`src/hdl/dspace_defs.svh`:
```
`ifndef DSPACE_DEFS_SVH
`define DSPACE_DEFS_SVH

// Data-space address map
`define BANK_HI        8'h3f
`define WIN_LO         8'h40
`define WIN_HI         8'h7f
`define IDX_X          8'h80
`define IDX_Y          8'h81
`define SHORT_V        8'h82
`define SHORT_W        8'h83
`define RAM_LO         8'h84
`define RAM_HI         8'hbf
`define PORT_DATA_LO   8'hc0
`define PORT_DATA_HI   8'hc2
`define PORT_DIR_LO    8'hc4
`define PORT_DIR_HI    8'hc6
`define INT_OPT        8'hc8
`define PAGE_ADDR      8'hc9
`define PORT_OPT_LO    8'hcc
`define PORT_OPT_HI    8'hce
`define ADC_DATA       8'hd0
`define ADC_CTRL       8'hd1
`define TMR_PSC        8'hd2
`define TMR_CNT        8'hd3
`define TMR_SC         8'hd4
`define MISC_LO        8'hd5
`define MISC_HI        8'hdd
`define BANK_SEL       8'he8
`define EE_CTRL        8'hea
`define ACC_ADDR       8'hff

// Field layout and sizes
`define WIN_OFS_BITS   6
`define PAGE_BITS      6
`define PC_BITS        12
`define STACK_DEPTH    6
`define RAM_BYTES      60
`define PC_RESET       12'h000
`define READ_ZERO      8'h00

`endif

```
`src/hdl/dspace_pkg.sv`:
```
`include "dspace_defs.svh"

package dspace_pkg;

    typedef enum logic [4:0] {
        SLOT_NONE      = 5'h00,
        SLOT_BANK      = 5'h01,
        SLOT_WINDOW    = 5'h02,
        SLOT_IDX_X     = 5'h03,
        SLOT_IDX_Y     = 5'h04,
        SLOT_SHORT_V   = 5'h05,
        SLOT_SHORT_W   = 5'h06,
        SLOT_RAM       = 5'h07,
        SLOT_PORT_DATA = 5'h08,
        SLOT_PORT_DIR  = 5'h09,
        SLOT_INT_OPT   = 5'h0a,
        SLOT_PAGE      = 5'h0b,
        SLOT_PORT_OPT  = 5'h0c,
        SLOT_ADC_DATA  = 5'h0d,
        SLOT_ADC_CTRL  = 5'h0e,
        SLOT_TMR_PSC   = 5'h0f,
        SLOT_TMR_CNT   = 5'h10,
        SLOT_TMR_SC    = 5'h11,
        SLOT_PERIPH    = 5'h12,
        SLOT_ACC       = 5'h13
    } slot_t;

    typedef enum logic [1:0] {
        ST_IDLE = 2'b01,
        ST_BUSY = 2'b10
    } access_state_t;

    typedef struct packed {
        access_state_t                        state;
        slot_t                                slot;
        logic                                 is_read;
        logic [`PAGE_BITS-1:0]                page;
        logic [`RAM_BYTES-1:0][7:0]           ram;
        logic [5:0]                           ram_idx;
        logic [`PC_BITS-1:0]                  pm_addr;
        logic [7:0]                           rdata;
        logic                                 rdata_valid;
        logic                                 busy;
        logic                                 slot_rd;
        logic                                 slot_wr;
        logic [7:0]                           slot_addr;
        logic [7:0]                           slot_wdata;
        logic [`PC_BITS-1:0]                  pc;
        logic                                 nmi_s1;
        logic                                 nmi_s2;
        logic                                 nmi_s3;
        logic                                 nmi_pending;
        logic                                 rst_s1;
        logic                                 rst_s2;
        logic                                 restart;
        logic                                 test_s1;
        logic                                 test_s2;
        logic                                 prog_mode;
        logic                                 ext_pending;
        logic                                 ext_valid;
        logic [7:0]                           ext_data;
    } dspace_state_t;

endpackage : dspace_pkg

```
`src/hdl/return_stack.sv`:
```
`include "dspace_defs.svh"

module return_stack #(
    parameter int WIDTH = `PC_BITS,
    parameter int DEPTH = `STACK_DEPTH
) (
    input  wire logic             clk,
    input  wire logic             resetn,
    input  wire logic             push,
    input  wire logic             pop,
    input  wire logic [WIDTH-1:0] push_data,
    output logic      [WIDTH-1:0] top_data
);
    typedef struct packed {
        logic [DEPTH-1:0][WIDTH-1:0] entry;
    } stack_state_t;

    stack_state_t st_reg;
    stack_state_t st_next;

    // Push shifts down and loses the oldest entry; pop shifts up
    always_comb begin
        st_next = st_reg;
        if (!resetn) begin
            st_next = '0;
        end else if (push) begin
            for (int i = DEPTH - 1; i > 0; i--) begin
                st_next.entry[i] = st_reg.entry[i-1];
            end
            st_next.entry[0] = push_data; // RULE7
        end else if (pop) begin
            for (int i = 0; i < DEPTH - 1; i++) begin
                st_next.entry[i] = st_reg.entry[i+1];
            end
            st_next.entry[DEPTH-1] = '0;
        end
    end

    always_ff @(posedge clk) begin
        st_reg <= st_next;
    end

    assign top_data = st_reg.entry[0];

    property p_push_top;
        @(posedge clk) disable iff (!resetn)
        push |=> top_data == $past(push_data);
    endproperty
    a_push_top: assert property (p_push_top) else $error("Pushed value not on top"); // RULE7

    property p_push_pop;
        @(posedge clk) disable iff (!resetn)
        push ##1 (pop && !push) |=> top_data == $past(st_reg.entry[1], 1);
    endproperty
    a_push_pop: assert property (p_push_pop) else $error("Pop did not restore entry"); // RULE7

endmodule : return_stack

```
`src/hdl/data_space_map_rom_window.sv`:
```
`include "dspace_defs.svh"

// What this block does
// [RULE1] Addresses 40h to 7Fh read bytes from program memory.
// [RULE2] Program address is page register above the low six address bits.
// [RULE3] Page register at C9h takes whole-byte writes only; software never reads it. A read of C9h here is accepted and returns 00h.
// [RULE4] Page register is not cleared by reset; software loads it first.
// [RULE5] Only six low page bits exist and form the upper program address.
// [RULE6] Program counter is 12 bits wide.
// [RULE7] Return stack holds six 12-bit return addresses.
// [RULE8] Addresses 00h to 3Fh go to the selected 64-byte bank.
// [RULE9] Sixty bytes of general RAM sit beside the banked area.
// [RULE10] Index registers decode at 80h and 81h, short registers follow.
// [RULE11] Port direction registers decode at C4h to C6h.
// [RULE12] Port option registers decode at CCh to CEh.
// [RULE13] Converter result at D0h, converter control at D1h.
// [RULE14] Timer prescaler, counter and status decode at D2h to D4h.
// [RULE15] Accumulator is reachable at data address FFh.
// [RULE16] Falling edge on the interrupt pin raises a non-maskable request.
// [RULE17] Low level on the reset pin restarts the controller.
// [RULE18] Test pin high during reset enters memory programming mode.
// [RULE19] Readout protection blocks external reading of program memory.
// [RULE20] Upper two page bits written are dropped.
module data_space_map_rom_window
    import dspace_pkg::*;
(
    input  wire logic                    clk,
    input  wire logic                    resetn,
    input  wire logic                    core_rd,
    input  wire logic                    core_wr,
    input  wire logic                    core_bit_op,
    input  wire logic [7:0]              core_addr,
    input  wire logic [7:0]              core_wdata,
    output logic      [7:0]              core_rdata,
    output logic                         core_rdata_valid,
    output logic                         core_busy,
    output dspace_pkg::slot_t            slot_sel,
    output logic [7:0]                   slot_addr,
    output logic [7:0]                   slot_wdata,
    output logic                         slot_rd,
    output logic                         slot_wr,
    input  wire logic [7:0]              slot_rdata,
    output logic [`PC_BITS-1:0]          pm_read_addr,
    input  wire logic [7:0]              pm_read_data,
    input  wire logic                    pc_step,
    input  wire logic                    pc_jump,
    input  wire logic                    call_req,
    input  wire logic                    ret_req,
    input  wire logic [`PC_BITS-1:0]     jump_target,
    output logic [`PC_BITS-1:0]          prog_counter,
    input  wire logic                    nmi_pin_n,
    input  wire logic                    nmi_ack,
    output logic                         nmi_request,
    input  wire logic                    reset_pin_n,
    output logic                         core_restart,
    input  wire logic                    test_pin_high,
    output logic                         prog_mode,
    input  wire logic                    readout_protect,
    input  wire logic                    ext_rd_req,
    input  wire logic [`PC_BITS-1:0]     ext_rd_addr,
    output logic [7:0]                   ext_rd_data,
    output logic                         ext_rd_valid
);
    import dspace_pkg::*;

    dspace_state_t       st_reg;
    dspace_state_t       st_next;
    logic [`PC_BITS-1:0] stack_top;
    logic                take;
    logic                push;
    logic                pop;

    function automatic slot_t decode_slot(input logic [7:0] a);
        slot_t s;
        s = SLOT_NONE;
        if (a <= `BANK_HI) begin
            s = SLOT_BANK; // RULE8
        end else if (a <= `WIN_HI) begin
            s = SLOT_WINDOW; // RULE1
        end else if (a == `IDX_X) begin
            s = SLOT_IDX_X; // RULE10
        end else if (a == `IDX_Y) begin
            s = SLOT_IDX_Y; // RULE10
        end else if (a == `SHORT_V) begin
            s = SLOT_SHORT_V;
        end else if (a == `SHORT_W) begin
            s = SLOT_SHORT_W;
        end else if (a >= `RAM_LO && a <= `RAM_HI) begin
            s = SLOT_RAM; // RULE9
        end else if (a >= `PORT_DATA_LO && a <= `PORT_DATA_HI) begin
            s = SLOT_PORT_DATA;
        end else if (a >= `PORT_DIR_LO && a <= `PORT_DIR_HI) begin
            s = SLOT_PORT_DIR; // RULE11
        end else if (a == `INT_OPT) begin
            s = SLOT_INT_OPT;
        end else if (a == `PAGE_ADDR) begin
            s = SLOT_PAGE; // RULE3
        end else if (a >= `PORT_OPT_LO && a <= `PORT_OPT_HI) begin
            s = SLOT_PORT_OPT; // RULE12
        end else if (a == `ADC_DATA) begin
            s = SLOT_ADC_DATA; // RULE13
        end else if (a == `ADC_CTRL) begin
            s = SLOT_ADC_CTRL; // RULE13
        end else if (a == `TMR_PSC) begin
            s = SLOT_TMR_PSC; // RULE14
        end else if (a == `TMR_CNT) begin
            s = SLOT_TMR_CNT; // RULE14
        end else if (a == `TMR_SC) begin
            s = SLOT_TMR_SC; // RULE14
        end else if ((a >= `MISC_LO && a <= `MISC_HI) || a == `BANK_SEL || a == `EE_CTRL) begin
            s = SLOT_PERIPH;
        end else if (a == `ACC_ADDR) begin
            s = SLOT_ACC; // RULE15
        end
        return s;
    endfunction : decode_slot

    // Slots served outside this block through the slot strobes
    function automatic logic is_external(input slot_t s);
        return !(s inside {SLOT_NONE, SLOT_WINDOW, SLOT_RAM, SLOT_PAGE});
    endfunction : is_external

    function automatic logic [5:0] ram_index(input logic [7:0] a);
        logic [7:0] d;
        d = a - `RAM_LO;
        return d[5:0];
    endfunction : ram_index

    assign take = (st_reg.state == ST_IDLE) && !st_reg.prog_mode && !st_reg.restart
                  && (core_rd || core_wr);
    assign push = call_req && !st_reg.restart;
    assign pop  = ret_req && !call_req && !st_reg.restart;

    return_stack #(
        .WIDTH (`PC_BITS),
        .DEPTH (`STACK_DEPTH)
    ) u_stack (
        .clk       (clk),
        .resetn    (resetn),
        .push      (push),
        .pop       (pop),
        .push_data (st_reg.pc + `PC_BITS'(1)),
        .top_data  (stack_top)
    );

    always_comb begin
        slot_t s;
        s = decode_slot(core_addr);
        st_next = st_reg;
        st_next.rdata_valid = 1'b0;
        st_next.slot_rd = 1'b0;
        st_next.slot_wr = 1'b0;
        st_next.ext_valid = 1'b0;
        // Pin synchronisers
        st_next.nmi_s1 = nmi_pin_n;
        st_next.nmi_s2 = st_reg.nmi_s1;
        st_next.nmi_s3 = st_reg.nmi_s2;
        st_next.rst_s1 = reset_pin_n;
        st_next.rst_s2 = st_reg.rst_s1;
        st_next.test_s1 = test_pin_high;
        st_next.test_s2 = st_reg.test_s1;
        st_next.restart = !st_reg.rst_s2; // RULE17
        if (st_reg.restart) begin
            st_next.prog_mode = st_reg.test_s2; // RULE18
        end
        // Non-maskable request, a new edge wins over the acknowledge
        if (st_reg.nmi_s3 && !st_reg.nmi_s2) begin
            st_next.nmi_pending = 1'b1; // RULE16
        end else if (nmi_ack) begin
            st_next.nmi_pending = 1'b0;
        end
        // Program counter and return stack
        if (st_reg.restart) begin
            st_next.pc = `PC_RESET; // RULE17
        end else if (call_req || pc_jump) begin
            st_next.pc = jump_target;
        end else if (ret_req) begin
            st_next.pc = stack_top; // RULE7
        end else if (pc_step) begin
            st_next.pc = st_reg.pc + `PC_BITS'(1); // RULE6
        end
        // External readout in programming mode
        if (st_reg.ext_pending) begin
            st_next.ext_pending = 1'b0;
            st_next.ext_valid = 1'b1;
            st_next.ext_data = readout_protect ? `READ_ZERO : pm_read_data; // RULE19
        end else if (st_reg.prog_mode && ext_rd_req) begin
            st_next.ext_pending = 1'b1;
            st_next.pm_addr = ext_rd_addr;
        end
        // Core data-space access
        unique case (st_reg.state)
            ST_IDLE: begin
                st_next.busy = 1'b0;
                if (take) begin
                    st_next.state = ST_BUSY;
                    st_next.busy = 1'b1;
                    st_next.slot = s;
                    st_next.is_read = core_rd;
                    st_next.slot_addr = core_addr;
                    st_next.slot_wdata = core_wdata;
                    st_next.slot_rd = core_rd && is_external(s);
                    st_next.slot_wr = !core_rd && is_external(s);
                    if (s == SLOT_WINDOW) begin
                        st_next.pm_addr = {st_reg.page, core_addr[`WIN_OFS_BITS-1:0]}; // RULE2
                    end
                    if (s == SLOT_RAM) begin
                        st_next.ram_idx = ram_index(core_addr); // RULE9
                        if (!core_rd) begin
                            st_next.ram[ram_index(core_addr)] = core_wdata;
                        end
                    end
                    if (s == SLOT_PAGE && !core_rd && !core_bit_op) begin
                        st_next.page = core_wdata[`PAGE_BITS-1:0]; // RULE3 RULE5 RULE20
                    end
                end
            end
            ST_BUSY: begin
                st_next.state = ST_IDLE;
                st_next.busy = 1'b0;
                if (st_reg.is_read) begin
                    st_next.rdata_valid = 1'b1;
                    if (st_reg.slot == SLOT_WINDOW) begin
                        st_next.rdata = pm_read_data; // RULE1
                    end else if (st_reg.slot == SLOT_RAM) begin
                        st_next.rdata = st_reg.ram[st_reg.ram_idx];
                    end else if (is_external(st_reg.slot)) begin
                        st_next.rdata = slot_rdata;
                    end else begin
                        st_next.rdata = `READ_ZERO; // RULE3
                    end
                end
            end
        endcase
        if (!resetn) begin
            st_next = '0;
            st_next.state = ST_IDLE;
            st_next.slot = SLOT_NONE;
            st_next.pc = `PC_RESET;
            st_next.rst_s1 = 1'b1;
            st_next.rst_s2 = 1'b1;
            st_next.nmi_s1 = 1'b1;
            st_next.nmi_s2 = 1'b1;
            st_next.nmi_s3 = 1'b1;
            st_next.page = st_reg.page; // RULE4
            st_next.ram = st_reg.ram;
        end
    end

    always_ff @(posedge clk) begin
        st_reg <= st_next;
    end

    assign core_rdata       = st_reg.rdata;
    assign core_rdata_valid = st_reg.rdata_valid;
    assign core_busy        = st_reg.busy;
    assign slot_sel         = st_reg.slot;
    assign slot_addr        = st_reg.slot_addr;
    assign slot_wdata       = st_reg.slot_wdata;
    assign slot_rd          = st_reg.slot_rd;
    assign slot_wr          = st_reg.slot_wr;
    assign pm_read_addr     = st_reg.pm_addr;
    assign prog_counter     = st_reg.pc;
    assign nmi_request      = st_reg.nmi_pending;
    assign core_restart     = st_reg.restart;
    assign prog_mode        = st_reg.prog_mode;
    assign ext_rd_data      = st_reg.ext_data;
    assign ext_rd_valid     = st_reg.ext_valid;

    property p_win_addr;
        @(posedge clk) disable iff (!resetn)
        take && core_rd && core_addr inside {[`WIN_LO:`WIN_HI]}
            |=> pm_read_addr == {$past(st_reg.page), $past(core_addr[5:0])};
    endproperty
    a_win_addr: assert property (p_win_addr) else $error("Window address wrong"); // RULE2

    property p_win_data;
        @(posedge clk) disable iff (!resetn)
        take && core_rd && core_addr inside {[`WIN_LO:`WIN_HI]}
            |=> ##1 core_rdata_valid && core_rdata == $past(pm_read_data);
    endproperty
    a_win_data: assert property (p_win_data) else $error("Window data wrong"); // RULE1

    property p_page_bitop;
        @(posedge clk) disable iff (!resetn)
        take && core_wr && !core_rd && core_bit_op && core_addr == `PAGE_ADDR
            |=> $stable(st_reg.page);
    endproperty
    a_page_bitop: assert property (p_page_bitop) else $error("Bit op changed page"); // RULE3

    property p_page_write;
        @(posedge clk) disable iff (!resetn)
        take && !core_rd && !core_bit_op && core_addr == `PAGE_ADDR
            |=> st_reg.page == $past(core_wdata[5:0]);
    endproperty
    a_page_write: assert property (p_page_write) else $error("Page not loaded"); // RULE20

    property p_pc_step;
        @(posedge clk) disable iff (!resetn)
        pc_step && !pc_jump && !call_req && !ret_req && !st_reg.restart
            |=> prog_counter == $past(prog_counter) + 12'h001;
    endproperty
    a_pc_step: assert property (p_pc_step) else $error("Counter step wrong"); // RULE6

    property p_bank;
        @(posedge clk) disable iff (!resetn)
        take && core_rd && core_addr <= `BANK_HI
            |=> slot_sel == SLOT_BANK && slot_rd && slot_addr == $past(core_addr);
    endproperty
    a_bank: assert property (p_bank) else $error("Bank slot wrong"); // RULE8

    property p_ram;
        @(posedge clk) disable iff (!resetn)
        take && !core_rd && core_addr inside {[`RAM_LO:`RAM_HI]}
            |=> st_reg.ram[st_reg.ram_idx] == $past(core_wdata) && !slot_wr;
    endproperty
    a_ram: assert property (p_ram) else $error("RAM write lost"); // RULE9

    property p_acc;
        @(posedge clk) disable iff (!resetn)
        take && core_addr == `ACC_ADDR |=> slot_sel == SLOT_ACC;
    endproperty
    a_acc: assert property (p_acc) else $error("Accumulator slot wrong"); // RULE15

    property p_nmi;
        @(posedge clk) disable iff (!resetn)
        $fell(st_reg.nmi_s2) |=> ##1 nmi_request;
    endproperty
    a_nmi: assert property (p_nmi) else $error("Edge request lost"); // RULE16

    property p_prog;
        @(posedge clk) disable iff (!resetn)
        st_reg.restart && st_reg.test_s2 |=> prog_mode;
    endproperty
    a_prog: assert property (p_prog) else $error("Programming mode missed"); // RULE18

    property p_protect;
        @(posedge clk) disable iff (!resetn)
        st_reg.ext_pending && readout_protect |=> ext_rd_valid && ext_rd_data == 8'h00;
    endproperty
    a_protect: assert property (p_protect) else $error("Protected data leaked"); // RULE19

    c_win_read: cover property (@(posedge clk) disable iff (!resetn)
        take && core_rd && core_addr inside {[`WIN_LO:`WIN_HI]} ##2 core_rdata_valid);
    c_page_write: cover property (@(posedge clk) disable iff (!resetn)
        take && !core_rd && core_addr == `PAGE_ADDR);
    c_nmi: cover property (@(posedge clk) disable iff (!resetn) nmi_request ##1 nmi_ack);

endmodule : data_space_map_rom_window

```
`config.mk`:
```
export PLATFORM = sky130hd
export DESIGN_NAME = data_space_map_rom_window
export DESIGN_NICKNAME = d
export VERILOG_FILES = /design/src/hdl/dspace_pkg.sv /design/src/hdl/return_stack.sv /design/src/hdl/data_space_map_rom_window.sv
export VERILOG_INCLUDE_DIRS = /design/src /design/src/hdl
export SDC_FILE = /design/constraint.sdc
export NUM_CORES = 1
export LEC_CHECK = 0
export ABC_AREA = 1
export BUFFER_PORTS_ARGS = -buffer_cell sky130_fd_sc_hd__buf_4
export CAP_MARGIN = 30
export CORE_AREA = 8 8 301 303
export CTS_BUF_LIST = sky130_fd_sc_hd__clkbuf_2 sky130_fd_sc_hd__clkbuf_4 sky130_fd_sc_hd__clkbuf_8
export CTS_CLUSTER_DIAMETER = 150
export CTS_CLUSTER_SIZE = 16
export DETAILED_ROUTE_END_ITERATION = 8
export DIE_AREA = 0 0 309 311
export HOLD_SLACK_MARGIN = 0.08
export SETUP_SLACK_MARGIN = 0.2
export SYNTH_ARGS = -nofsm -noshare
export SYNTH_HDL_FRONTEND = slang
export SYNTH_SLANG_ARGS = --single-unit
```
`constraint.sdc`:
```
create_clock -name clk -period 3.6 [get_ports clk]
set_input_delay 0.36 -clock clk [delete_from_list [all_inputs] [get_ports clk]]
set_output_delay 0.36 -clock clk [all_outputs]
set_load 0.03 [all_outputs]
```
==> results of run 1 <==
## cell usage after synthesis (2+ instances only)
cell type,count,share of area
sky130_fd_sc_hd__nor2_2,5,0.0011
sky130_fd_sc_hd__nand3b_1,3,0.00083
sky130_fd_sc_hd__nand2_1,382,0.053
sky130_fd_sc_hd__nand3_1,103,0.019
sky130_fd_sc_hd__nor2_1,428,0.059
sky130_fd_sc_hd__nand4_1,13,0.0030
sky130_fd_sc_hd__or2_2,9,0.0021
sky130_fd_sc_hd__nor2_8,2,0.0015
sky130_fd_sc_hd__a21oi_1,110,0.020
sky130_fd_sc_hd__o21ai_1,5,0.00092
sky130_fd_sc_hd__o211ai_1,63,0.017
sky130_fd_sc_hd__a221oi_1,6,0.0019
sky130_fd_sc_hd__clkinv_1,6,0.00083
sky130_fd_sc_hd__a31oi_1,19,0.0044
sky130_fd_sc_hd__clkbuf_1,115,0.016
sky130_fd_sc_hd__o21ai_0,387,0.071
sky130_fd_sc_hd__nand3_4,8,0.0051
sky130_fd_sc_hd__buf_2,26,0.0048
sky130_fd_sc_hd__buf_1,13,0.0018
sky130_fd_sc_hd__xnor2_1,8,0.0026
sky130_fd_sc_hd__inv_1,108,0.015
sky130_fd_sc_hd__xor2_1,3,0.00096
sky130_fd_sc_hd__nor2_4,2,0.00083
sky130_fd_sc_hd__ha_1,5,0.0023
sky130_fd_sc_hd__dfxtp_1,158,0.12
sky130_fd_sc_hd__buf_4,62,0.017
sky130_fd_sc_hd__o21bai_1,3,0.00083
sky130_fd_sc_hd__o221ai_1,2,0.00064
sky130_fd_sc_hd__o22ai_1,46,0.011
sky130_fd_sc_hd__nor3_1,18,0.0033
sky130_fd_sc_hd__edfxtp_1,486,0.54
sky130_fd_sc_hd__mux2_2,18,0.0074
sky130_fd_sc_hd__inv_2,6,0.00083
## worst register-to-register path, stage by stage (launching register included)
cell	delay [ns]
sky130_fd_sc_hd__dfxtp_4	0.63
sky130_fd_sc_hd__inv_6	0.26
sky130_fd_sc_hd__buf_12	0.29
sky130_fd_sc_hd__o21ai_0	0.31
sky130_fd_sc_hd__o21ai_0	0.21
sky130_fd_sc_hd__nand2_1	0.11
sky130_fd_sc_hd__nand2_1	0.05
sky130_fd_sc_hd__a21oi_1	0.13
sky130_fd_sc_hd__nand2_1	0.11
sky130_fd_sc_hd__nand2_1	0.13
sky130_fd_sc_hd__nand2_1	0.11
sky130_fd_sc_hd__nand3_1	0.20
sky130_fd_sc_hd__nand2_1	0.07
sky130_fd_sc_hd__nand2_1	0.07
sky130_fd_sc_hd__a21oi_1	0.06
## through the flow
| stage | hold WS, ns | area, um^2 | setup slack [ns] | power [W] | cells |
|---|---|---|---|---|---|
| after global routing | 0.0996 | 30900 | 0.278 | 0.0141 | 3948 |
| after floorplan | 0.368 | 27300 | 0.516 | 0.00919 | 2639 |
| after detailed placement | 0.387 | 29500 | 0.377 | 0.00976 | 3810 |
| after global placement | 0.375 | 29500 | 0.431 | 0.00975 | 3810 |
| after CTS | 0.0809 | 30900 | 0.550 | 0.0137 | 3946 |
| final | 0.132 | 30900 | 0.509 | 0.0135 | 3948 |
## cells in the final DEF (no fill, tap or decap), types with 47 or more instances in the layout
master	instances
sky130_fd_sc_hd__o21ai_0	387
sky130_fd_sc_hd__nand3_1	103
sky130_fd_sc_hd__dlygate4sd3_1	53
sky130_fd_sc_hd__edfxtp_1	486
sky130_fd_sc_hd__buf_4	228
sky130_fd_sc_hd__a21oi_1	110
sky130_fd_sc_hd__dfxtp_1	155
sky130_fd_sc_hd__inv_1	107
sky130_fd_sc_hd__nand2_1	382
sky130_fd_sc_hd__o211ai_1	63
sky130_fd_sc_hd__nor2_1	425
sky130_fd_sc_hd__clkbuf_8	47
## logic make-up after synthesis
family / Yosys count / synth area share
buffers and inverters: 338 / 0.0566
adders and majority gates: 5 / 0.00229
xor gates and xnor gates: 11 / 0.00353
and+or+nand+nor: 977 / 0.150
AOI/OAI and AO/OA: 646 / 0.129
DFF: 644 / 0.651
muxes: 18 / 0.00743
## layout make-up
class | count | area (um^2) | area share
Sequential cell | 644 | 17800 | 0.574
Multi-Input combinational cell | 1657 | 7990 | 0.258
Timing Repair Buffer | 286 | 2340 | 0.0757
Tap cell | 1155 | 1450 | 0.0467
Clock buffer | 80 | 895 | 0.0289
Inverter | 121 | 463 | 0.0150
Clock inverter | 3 | 35.0 | 0.00113
Antenna cell | 2 | 5.00 | 0.000162
## where the power goes
part | internal [W] | switching [W] | total (W)
Sequential | 0.00807 | 0.0000928 | 0.00817
Clock | 0.00158 | 0.00233 | 0.00391
Combinational | 0.000448 | 0.00102 | 0.00146
## layer usage
layer / GRT usage / vias up
met2: 0.254 / 670
met3: 0.0241 / 120
li1: - / 9345
met1: 0.198 / 9423
met4: 0.0437 / 0
met5: 0 / -
## final timing paths
kind,endpoint,cells after the start,slack [ns]
worst max-delay path,register,17,0.51
worst min-delay path,pm_read_addr[11],4,0.13
worst max register to register,core_rdata[5],14,0.70
worst min register to register,core_restart,1,0.40
==> impl_summary.log, run 1 <==
INFO  metric grt_pass1_vias = 19,400
INFO  metric initial_core_util = 0.317
INFO  metric design.die.area = 96,100 um^2
INFO  metric timing.clock.skew = 0.0398 ns
INFO  metric numPortBuffers = 139
INFO  metric period_share = 0.859
INFO  metric synth-seq-area-share = 0.651
INFO  metric hold_path_start = ext_rd_addr[11]
INFO  metric syn-mean-instance-area = 10.3 um^2
INFO  metric layout-drive-gt1-share = 0.136
INFO  metric i_o_pin_total = 140
INFO  metric cp.buffers_inverters = 5
INFO  metric post_cts.repair.setup_buffers = 0
INFO  metric routed_wirelength = 74,300 um
INFO  metric finalHoldViolations = 0
INFO  metric dpl.hpwl = 45,700 um
INFO  metric worst_path_required = 3.98 ns
INFO  metric placeable_core_area = 85,900 um^2
INFO  metric power.leakage = 10.9 nW
INFO  metric cts_tree = yes
INFO  metric cts.htree.levels = 2
INFO  metric mappedNetlistArea = 27,300 um^2
INFO  metric critical_path_s_slowest_cell = sky130_fd_sc_hd__dlygate4sd3_1
INFO  metric final-max-slew-violation-count = 0
INFO  metric worst_slew_pin_slew = 0.989 ns
INFO  metric start_kind = input pin
INFO  metric run_status = completed
INFO  metric wl_met2 = 35,600 um
INFO  metric worst_skew_pair.late_latency = 0.67 ns
INFO  metric min_path_type = input pin to register
INFO  metric cp_cell_sequence = dlygate4sd3_1 > buf_4 > inv_1 > ha_1 > inv_1 > nor3_1 > nand2_1 > nand3b_1 > nor2_1 > nand2_1 > nand2_1 > nand4_2 > nand3_4 > nor2_8 > nand3_4 > nor2_1 > buf_4
INFO  metric synth.net_count = 2,715
INFO  metric clk_path_buf_depth = 3
INFO  metric post_cts.resized_instances = 0
INFO  metric startpoint = core_addr[3]
INFO  metric yosys.cell_types.count = 44
INFO  metric yosysWarnings = 0
INFO  metric max_freq = 0.324 GHz
INFO  metric gp_routability_congestion = 0.833
INFO  metric detailroute.via_count = 19,600
INFO  metric synth-seq-cells = 644
INFO  metric grt_setup_unrepaired = false
INFO  metric clock-sinks = 644
INFO  metric final.min_clock_period = 3.09 ns
INFO  metric finish.utilization = 0.360
INFO  metric cap_viol_max_count = 0
INFO  metric hold_buf_count_cts = 53
INFO  metric row_count = 108
INFO  metric globalRouteOverflowTotal = 0
INFO  metric criticalPathCategory = input pin to register
INFO  metric drt_iter0_drc = 1,909
INFO  metric synth-edff-count = 486
INFO  metric fp.dieW = 309 um
INFO  metric maximum_number_of_pins_on_one_net_before_global_route_repair = 119
INFO  metric layout_area_overhead = 13.4%
INFO  metric crit-reg2reg-launch = st_reg[72]
INFO  metric critPathArrivalTime = 3.47 ns
INFO  metric cp_common_cell = sky130_fd_sc_hd__nand2_1
INFO  metric totalNegativeSetupSlack = 0 ns
INFO  metric cpPeakStageDelay = 0.54 ns
INFO  metric wl_met3 = 4770 um
INFO  metric max-vdd-ir-drop = 0.312 mV
INFO  metric clock-root-buffer = sky130_fd_sc_hd__clkbuf_8
INFO  metric floorplan.die.height = 311 um
INFO  metric clkTransAtPathRegs = 0.10 ns
INFO  metric cts_buffers = 46
INFO  metric drt-met1-wl = 32,000 um
INFO  metric ratio_of_total_power_to_cell_area = 438 nW/um^2
INFO  metric postSynth.asyncResetShare = 0
INFO  metric cp_top_family = simple AND/OR/NAND/NOR gates
INFO  metric route.antenna.remaining_nets = 0
INFO  metric grt_antenna_before_repair = 2
INFO  metric num-nets-final = 2,832
INFO  metric ys.flop_type = sky130_fd_sc_hd__edfxtp_1
INFO  metric drtPass1Iterations = 5
INFO  metric end_kind = register
INFO  metric max_slew_margin = 0.340
INFO  metric post-route-drc-count = 0
INFO  metric highest_layer = met4
INFO  metric crit_path_max_fanout = 8
INFO  metric timing.final.setup_violations = 0
INFO  metric drt-vias-per-instance = 4.95
INFO  metric first_pass_grt_wire_length = 114,000 um
INFO  metric num-fill-cells = 8,642
INFO  metric wl_per_cell = 18.8 um
INFO  metric grt_usage = 0.150
INFO  metric synth_cells = 2,639
No activity file was read; power rests on OpenSTA's default activity.
==> run 2: changes to the inputs <==
--- a/config.mk
+++ b/config.mk
@@ -16,6 +16,7 @@
 export DETAILED_ROUTE_END_ITERATION = 8
 export DIE_AREA = 0 0 309 311
 export HOLD_SLACK_MARGIN = 0.08
+export MAX_ROUTING_LAYER = met4
 export SETUP_SLACK_MARGIN = 0.2
 export SYNTH_ARGS = -nofsm -noshare
 export SYNTH_HDL_FRONTEND = slang
==> run 2 against run 1 <==
Compared with the run above:
- cell count did not move
- power hardly changed
- clock skew is 0.00066 ns lower
- clock power barely moved
- non-clock buffer count unchanged
- design area stayed put
- global-route usage is 0.44 points higher
- maximum frequency grew 0.31%
- sequential share of layout area unchanged
- die area did not move
- utilization unchanged
==> impl_summary.log, run 2 (same netlist as run 1, synthesis figures left out) <==
INFO  metric worst_slew_pin_slew = 0.990 ns (was 0.989 ns)
INFO  metric route.antenna.remaining_nets = 0 (unchanged)
INFO  metric p_comb_frac = 0.108 (about the same)
INFO  metric finalNonFillerCells = 3,948 (unchanged)
INFO  metric run_status = completed (unchanged)
INFO  metric grt_antenna_before_repair = 2 (unchanged)
INFO  metric numPortBuffers = 139 (unchanged)
INFO  metric final.min_clock_period = 3.08 ns (was 3.09 ns)
INFO  metric maximum_number_of_pins_on_one_net_before_global_route_repair = 119 (unchanged)
INFO  metric post-route-drc-count = 0 (unchanged)
INFO  metric placeable_core_area = 85,900 um^2 (unchanged)
INFO  metric detailroute.via_count = 19,600 (about the same)
INFO  metric timing.final.setup_violations = 0 (unchanged)
INFO  metric cap_viol_max_count = 0 (unchanged)
INFO  metric crit_path_max_fanout = 8 (unchanged)
INFO  metric ratio_of_total_power_to_cell_area = 438 nW/um^2 (about the same)
INFO  metric internal-power = 0.0101 W (about the same)
INFO  metric finalHoldViolations = 0 (unchanged)
INFO  metric final-max-slew-violation-count = 0 (unchanged)
INFO  metric critical_path_s_slowest_cell = sky130_fd_sc_hd__dlygate4sd3_1 (unchanged)
INFO  metric wl_per_cell = 18.9 um (was 18.8 um)
INFO  metric gp_routability_congestion = 0.846 (was 0.833)
INFO  metric globalRouteOverflowTotal = 0 (unchanged)
INFO  metric fp.dieW = 309 um (unchanged)
INFO  metric layout_area_overhead = 13.4% (unchanged)
INFO  metric design.die.area = 96,100 um^2 (unchanged)
INFO  metric critPathArrivalTime = 3.46 ns (was 3.47 ns)
INFO  metric timing.clock.skew = 0.0391 ns (was 0.0398 ns)
INFO  metric max_slew_margin = 0.339 (was 0.340)
INFO  metric cp.buffers_inverters = 5 (unchanged)
INFO  metric routed_wirelength = 74,400 um (was 74,300 um)
INFO  metric cp_common_cell = sky130_fd_sc_hd__nand2_1 (unchanged)
INFO  metric hold_path_start = ext_rd_addr[11] (unchanged)
INFO  metric criticalPathCategory = input pin to register (unchanged)
INFO  metric clkTransAtPathRegs = 0.11 ns (was 0.10 ns)
INFO  metric clock-root-buffer = sky130_fd_sc_hd__clkbuf_8 (unchanged)
INFO  metric crit-reg2reg-launch = st_reg[72] (unchanged)
INFO  metric worst_path_required = 3.98 ns (about the same)
INFO  metric cts.htree.levels = 2 (unchanged)
INFO  metric final_total_power = 0.0136 W (was 0.0135 W)
INFO  metric cts_buffers = 46 (unchanged)
INFO  metric initial_core_util = 0.317 (unchanged)
INFO  metric power.leakage = 10.9 nW (unchanged)
INFO  metric cp_cell_sequence = dlygate4sd3_1 > buf_4 > inv_1 > ha_1 > inv_1 > nor3_1 > nand2_1 > nand3b_1 > nor2_1 > nand2_1 > nand2_1 > nand4_2 > nand3_4 > nor2_8 > nand3_4 > nor2_1 > buf_4 (unchanged)
INFO  metric drt_iter0_drc = 2,019 (was 1,909)
INFO  metric min_path_cells = 4 (unchanged)
INFO  metric drt-vias-per-instance = 4.97 (was 4.95)
INFO  metric cts_tree = yes (unchanged)
INFO  metric portion_of_total_power_attributed_to_the_clock_network = 0.289 (about the same)
INFO  metric period_share = 0.856 (was 0.859)
INFO  metric grt_setup_unrepaired = false (unchanged)
INFO  metric dpl.hpwl = 45,700 um (unchanged)
INFO  metric cpPeakStageDelay = 0.54 ns (about the same)
INFO  metric worst_skew_pair.late_latency = 0.68 ns (was 0.67 ns)
INFO  metric worst-path-stages = 17 (unchanged)
INFO  metric finish.utilization = 0.360 (unchanged)
INFO  metric num-fill-cells = 8,642 (unchanged)
INFO  metric share_seq_of_total_power = 0.603 (about the same)
INFO  metric r2r.worst_path.cells = 12 (was 14)
INFO  metric power.switching_fraction = 0.254 (about the same)
INFO  metric i_o_pin_total = 140 (unchanged)
INFO  metric startpoint = core_addr[3] (unchanged)
INFO  metric start_kind = input pin (unchanged)
INFO  metric row_count = 108 (unchanged)
INFO  metric power.switching = 0.00345 W (was 0.00344 W)
INFO  metric max-vdd-ir-drop = 0.311 mV (was 0.312 mV)
INFO  metric cp_top_family = simple AND/OR/NAND/NOR gates (unchanged)
INFO  metric layout_common_cells = 486 x sky130_fd_sc_hd__edfxtp_1, 425 x sky130_fd_sc_hd__nor2_1, 387 x sky130_fd_sc_hd__o21ai_0 (unchanged)
INFO  metric floorplan.die.height = 311 um (unchanged)
INFO  metric max_freq = 0.325 GHz (was 0.324 GHz)
INFO  metric end_kind = register (unchanged)
INFO  metric min_path_type = input pin to register (unchanged)
INFO  metric num-nets-final = 2,832 (unchanged)
INFO  metric clock-sinks = 644 (unchanged)
INFO  metric drtPass1Iterations = 5 (unchanged)
INFO  metric grt_usage = 0.155 (was 0.150)
INFO  metric layout-drive-gt1-share = 0.136 (unchanged)
INFO  metric totalNegativeSetupSlack = 0 ns (unchanged)
INFO  metric first_pass_grt_wire_length = 114,000 um (about the same)
INFO  metric most_common_cell_after_layout_fill_and_taps_aside = sky130_fd_sc_hd__edfxtp_1 (unchanged)
INFO  metric clk_path_buf_depth = 3 (unchanged)
INFO  metric grt_pass1_vias = 19,300 (was 19,400)
INFO  metric numPlacedInstances = 3,810 (unchanged)
==> run 2: power groups by stage <==
stage | logic (W) | clock network, W | registers, W
final | 0.00147 | 0.00392 | 0.00817
after global routing | 0.00161 | 0.00428 | 0.00818
after CTS | 0.00147 | 0.00403 | 0.00817
after detailed placement | 0.00142 | 0 | 0.00833
after global placement | 0.00142 | 0 | 0.00833
after floorplan | 0.000887 | 0 | 0.00830
==> run 2: per-layer routing <==
layer  track usage  up-vias  part of all wire
met5             -        -                 0
met4        0.0422        0             0.026
met3        0.0217      118             0.057
met2         0.255      627              0.48
met1         0.199     9521              0.44
li1              -     9355                 -
==> run 2: timing repair <==
action                    CTS  global route
hold endpoints to repair   57             0
gates resized for setup     0             0
setup buffers               0             0
hold buffers               53             0
==> run 2: metrics by stage <==
step / area [um^2] / hold slack, ns / setup WS [ns]
after global routing: 30900 / 0.100 / 0.277
final: 30900 / 0.131 / 0.519
after floorplan: 27300 / 0.368 / 0.516
after global placement: 29500 / 0.375 / 0.431
after CTS: 30900 / 0.0809 / 0.550
after detailed placement: 29500 / 0.387 / 0.377
==> run 2: cell type report <==
class / count / area [um^2] / share of cell area
antenna: 2 / 5.00 / 0.000162
clock buffer: 80 / 895 / 0.0289
clock inverter: 3 / 35.0 / 0.00113
inverter: 121 / 463 / 0.0150
multi-input combinational: 1657 / 7990 / 0.258
sequential: 644 / 17800 / 0.574
tap: 1155 / 1450 / 0.0467
timing repair buffer: 286 / 2340 / 0.0757
==> run 2: final timing paths <==
check                          end  slack [ns]
setup reg to reg     core_rdata[7]        0.75
hold reg to reg       core_restart        0.40
hold / removal    pm_read_addr[11]        0.13
setup / recovery          register        0.52
==> run 2: worst register-to-register path: stages (launching register included) <==
cell and delay [ns]:
sky130_fd_sc_hd__dfxtp_4 0.48, sky130_fd_sc_hd__inv_6 0.40, sky130_fd_sc_hd__buf_4 0.50, sky130_fd_sc_hd__o21ai_0 0.19, sky130_fd_sc_hd__o22ai_1 0.31, sky130_fd_sc_hd__nand2_1 0.10, sky130_fd_sc_hd__nand3_1 0.14, sky130_fd_sc_hd__o21ai_0 0.11
sky130_fd_sc_hd__nand2_1 0.06, sky130_fd_sc_hd__nand3_1 0.18, sky130_fd_sc_hd__nand2_1 0.11, sky130_fd_sc_hd__nand2_1 0.06, sky130_fd_sc_hd__a21oi_1 0.11
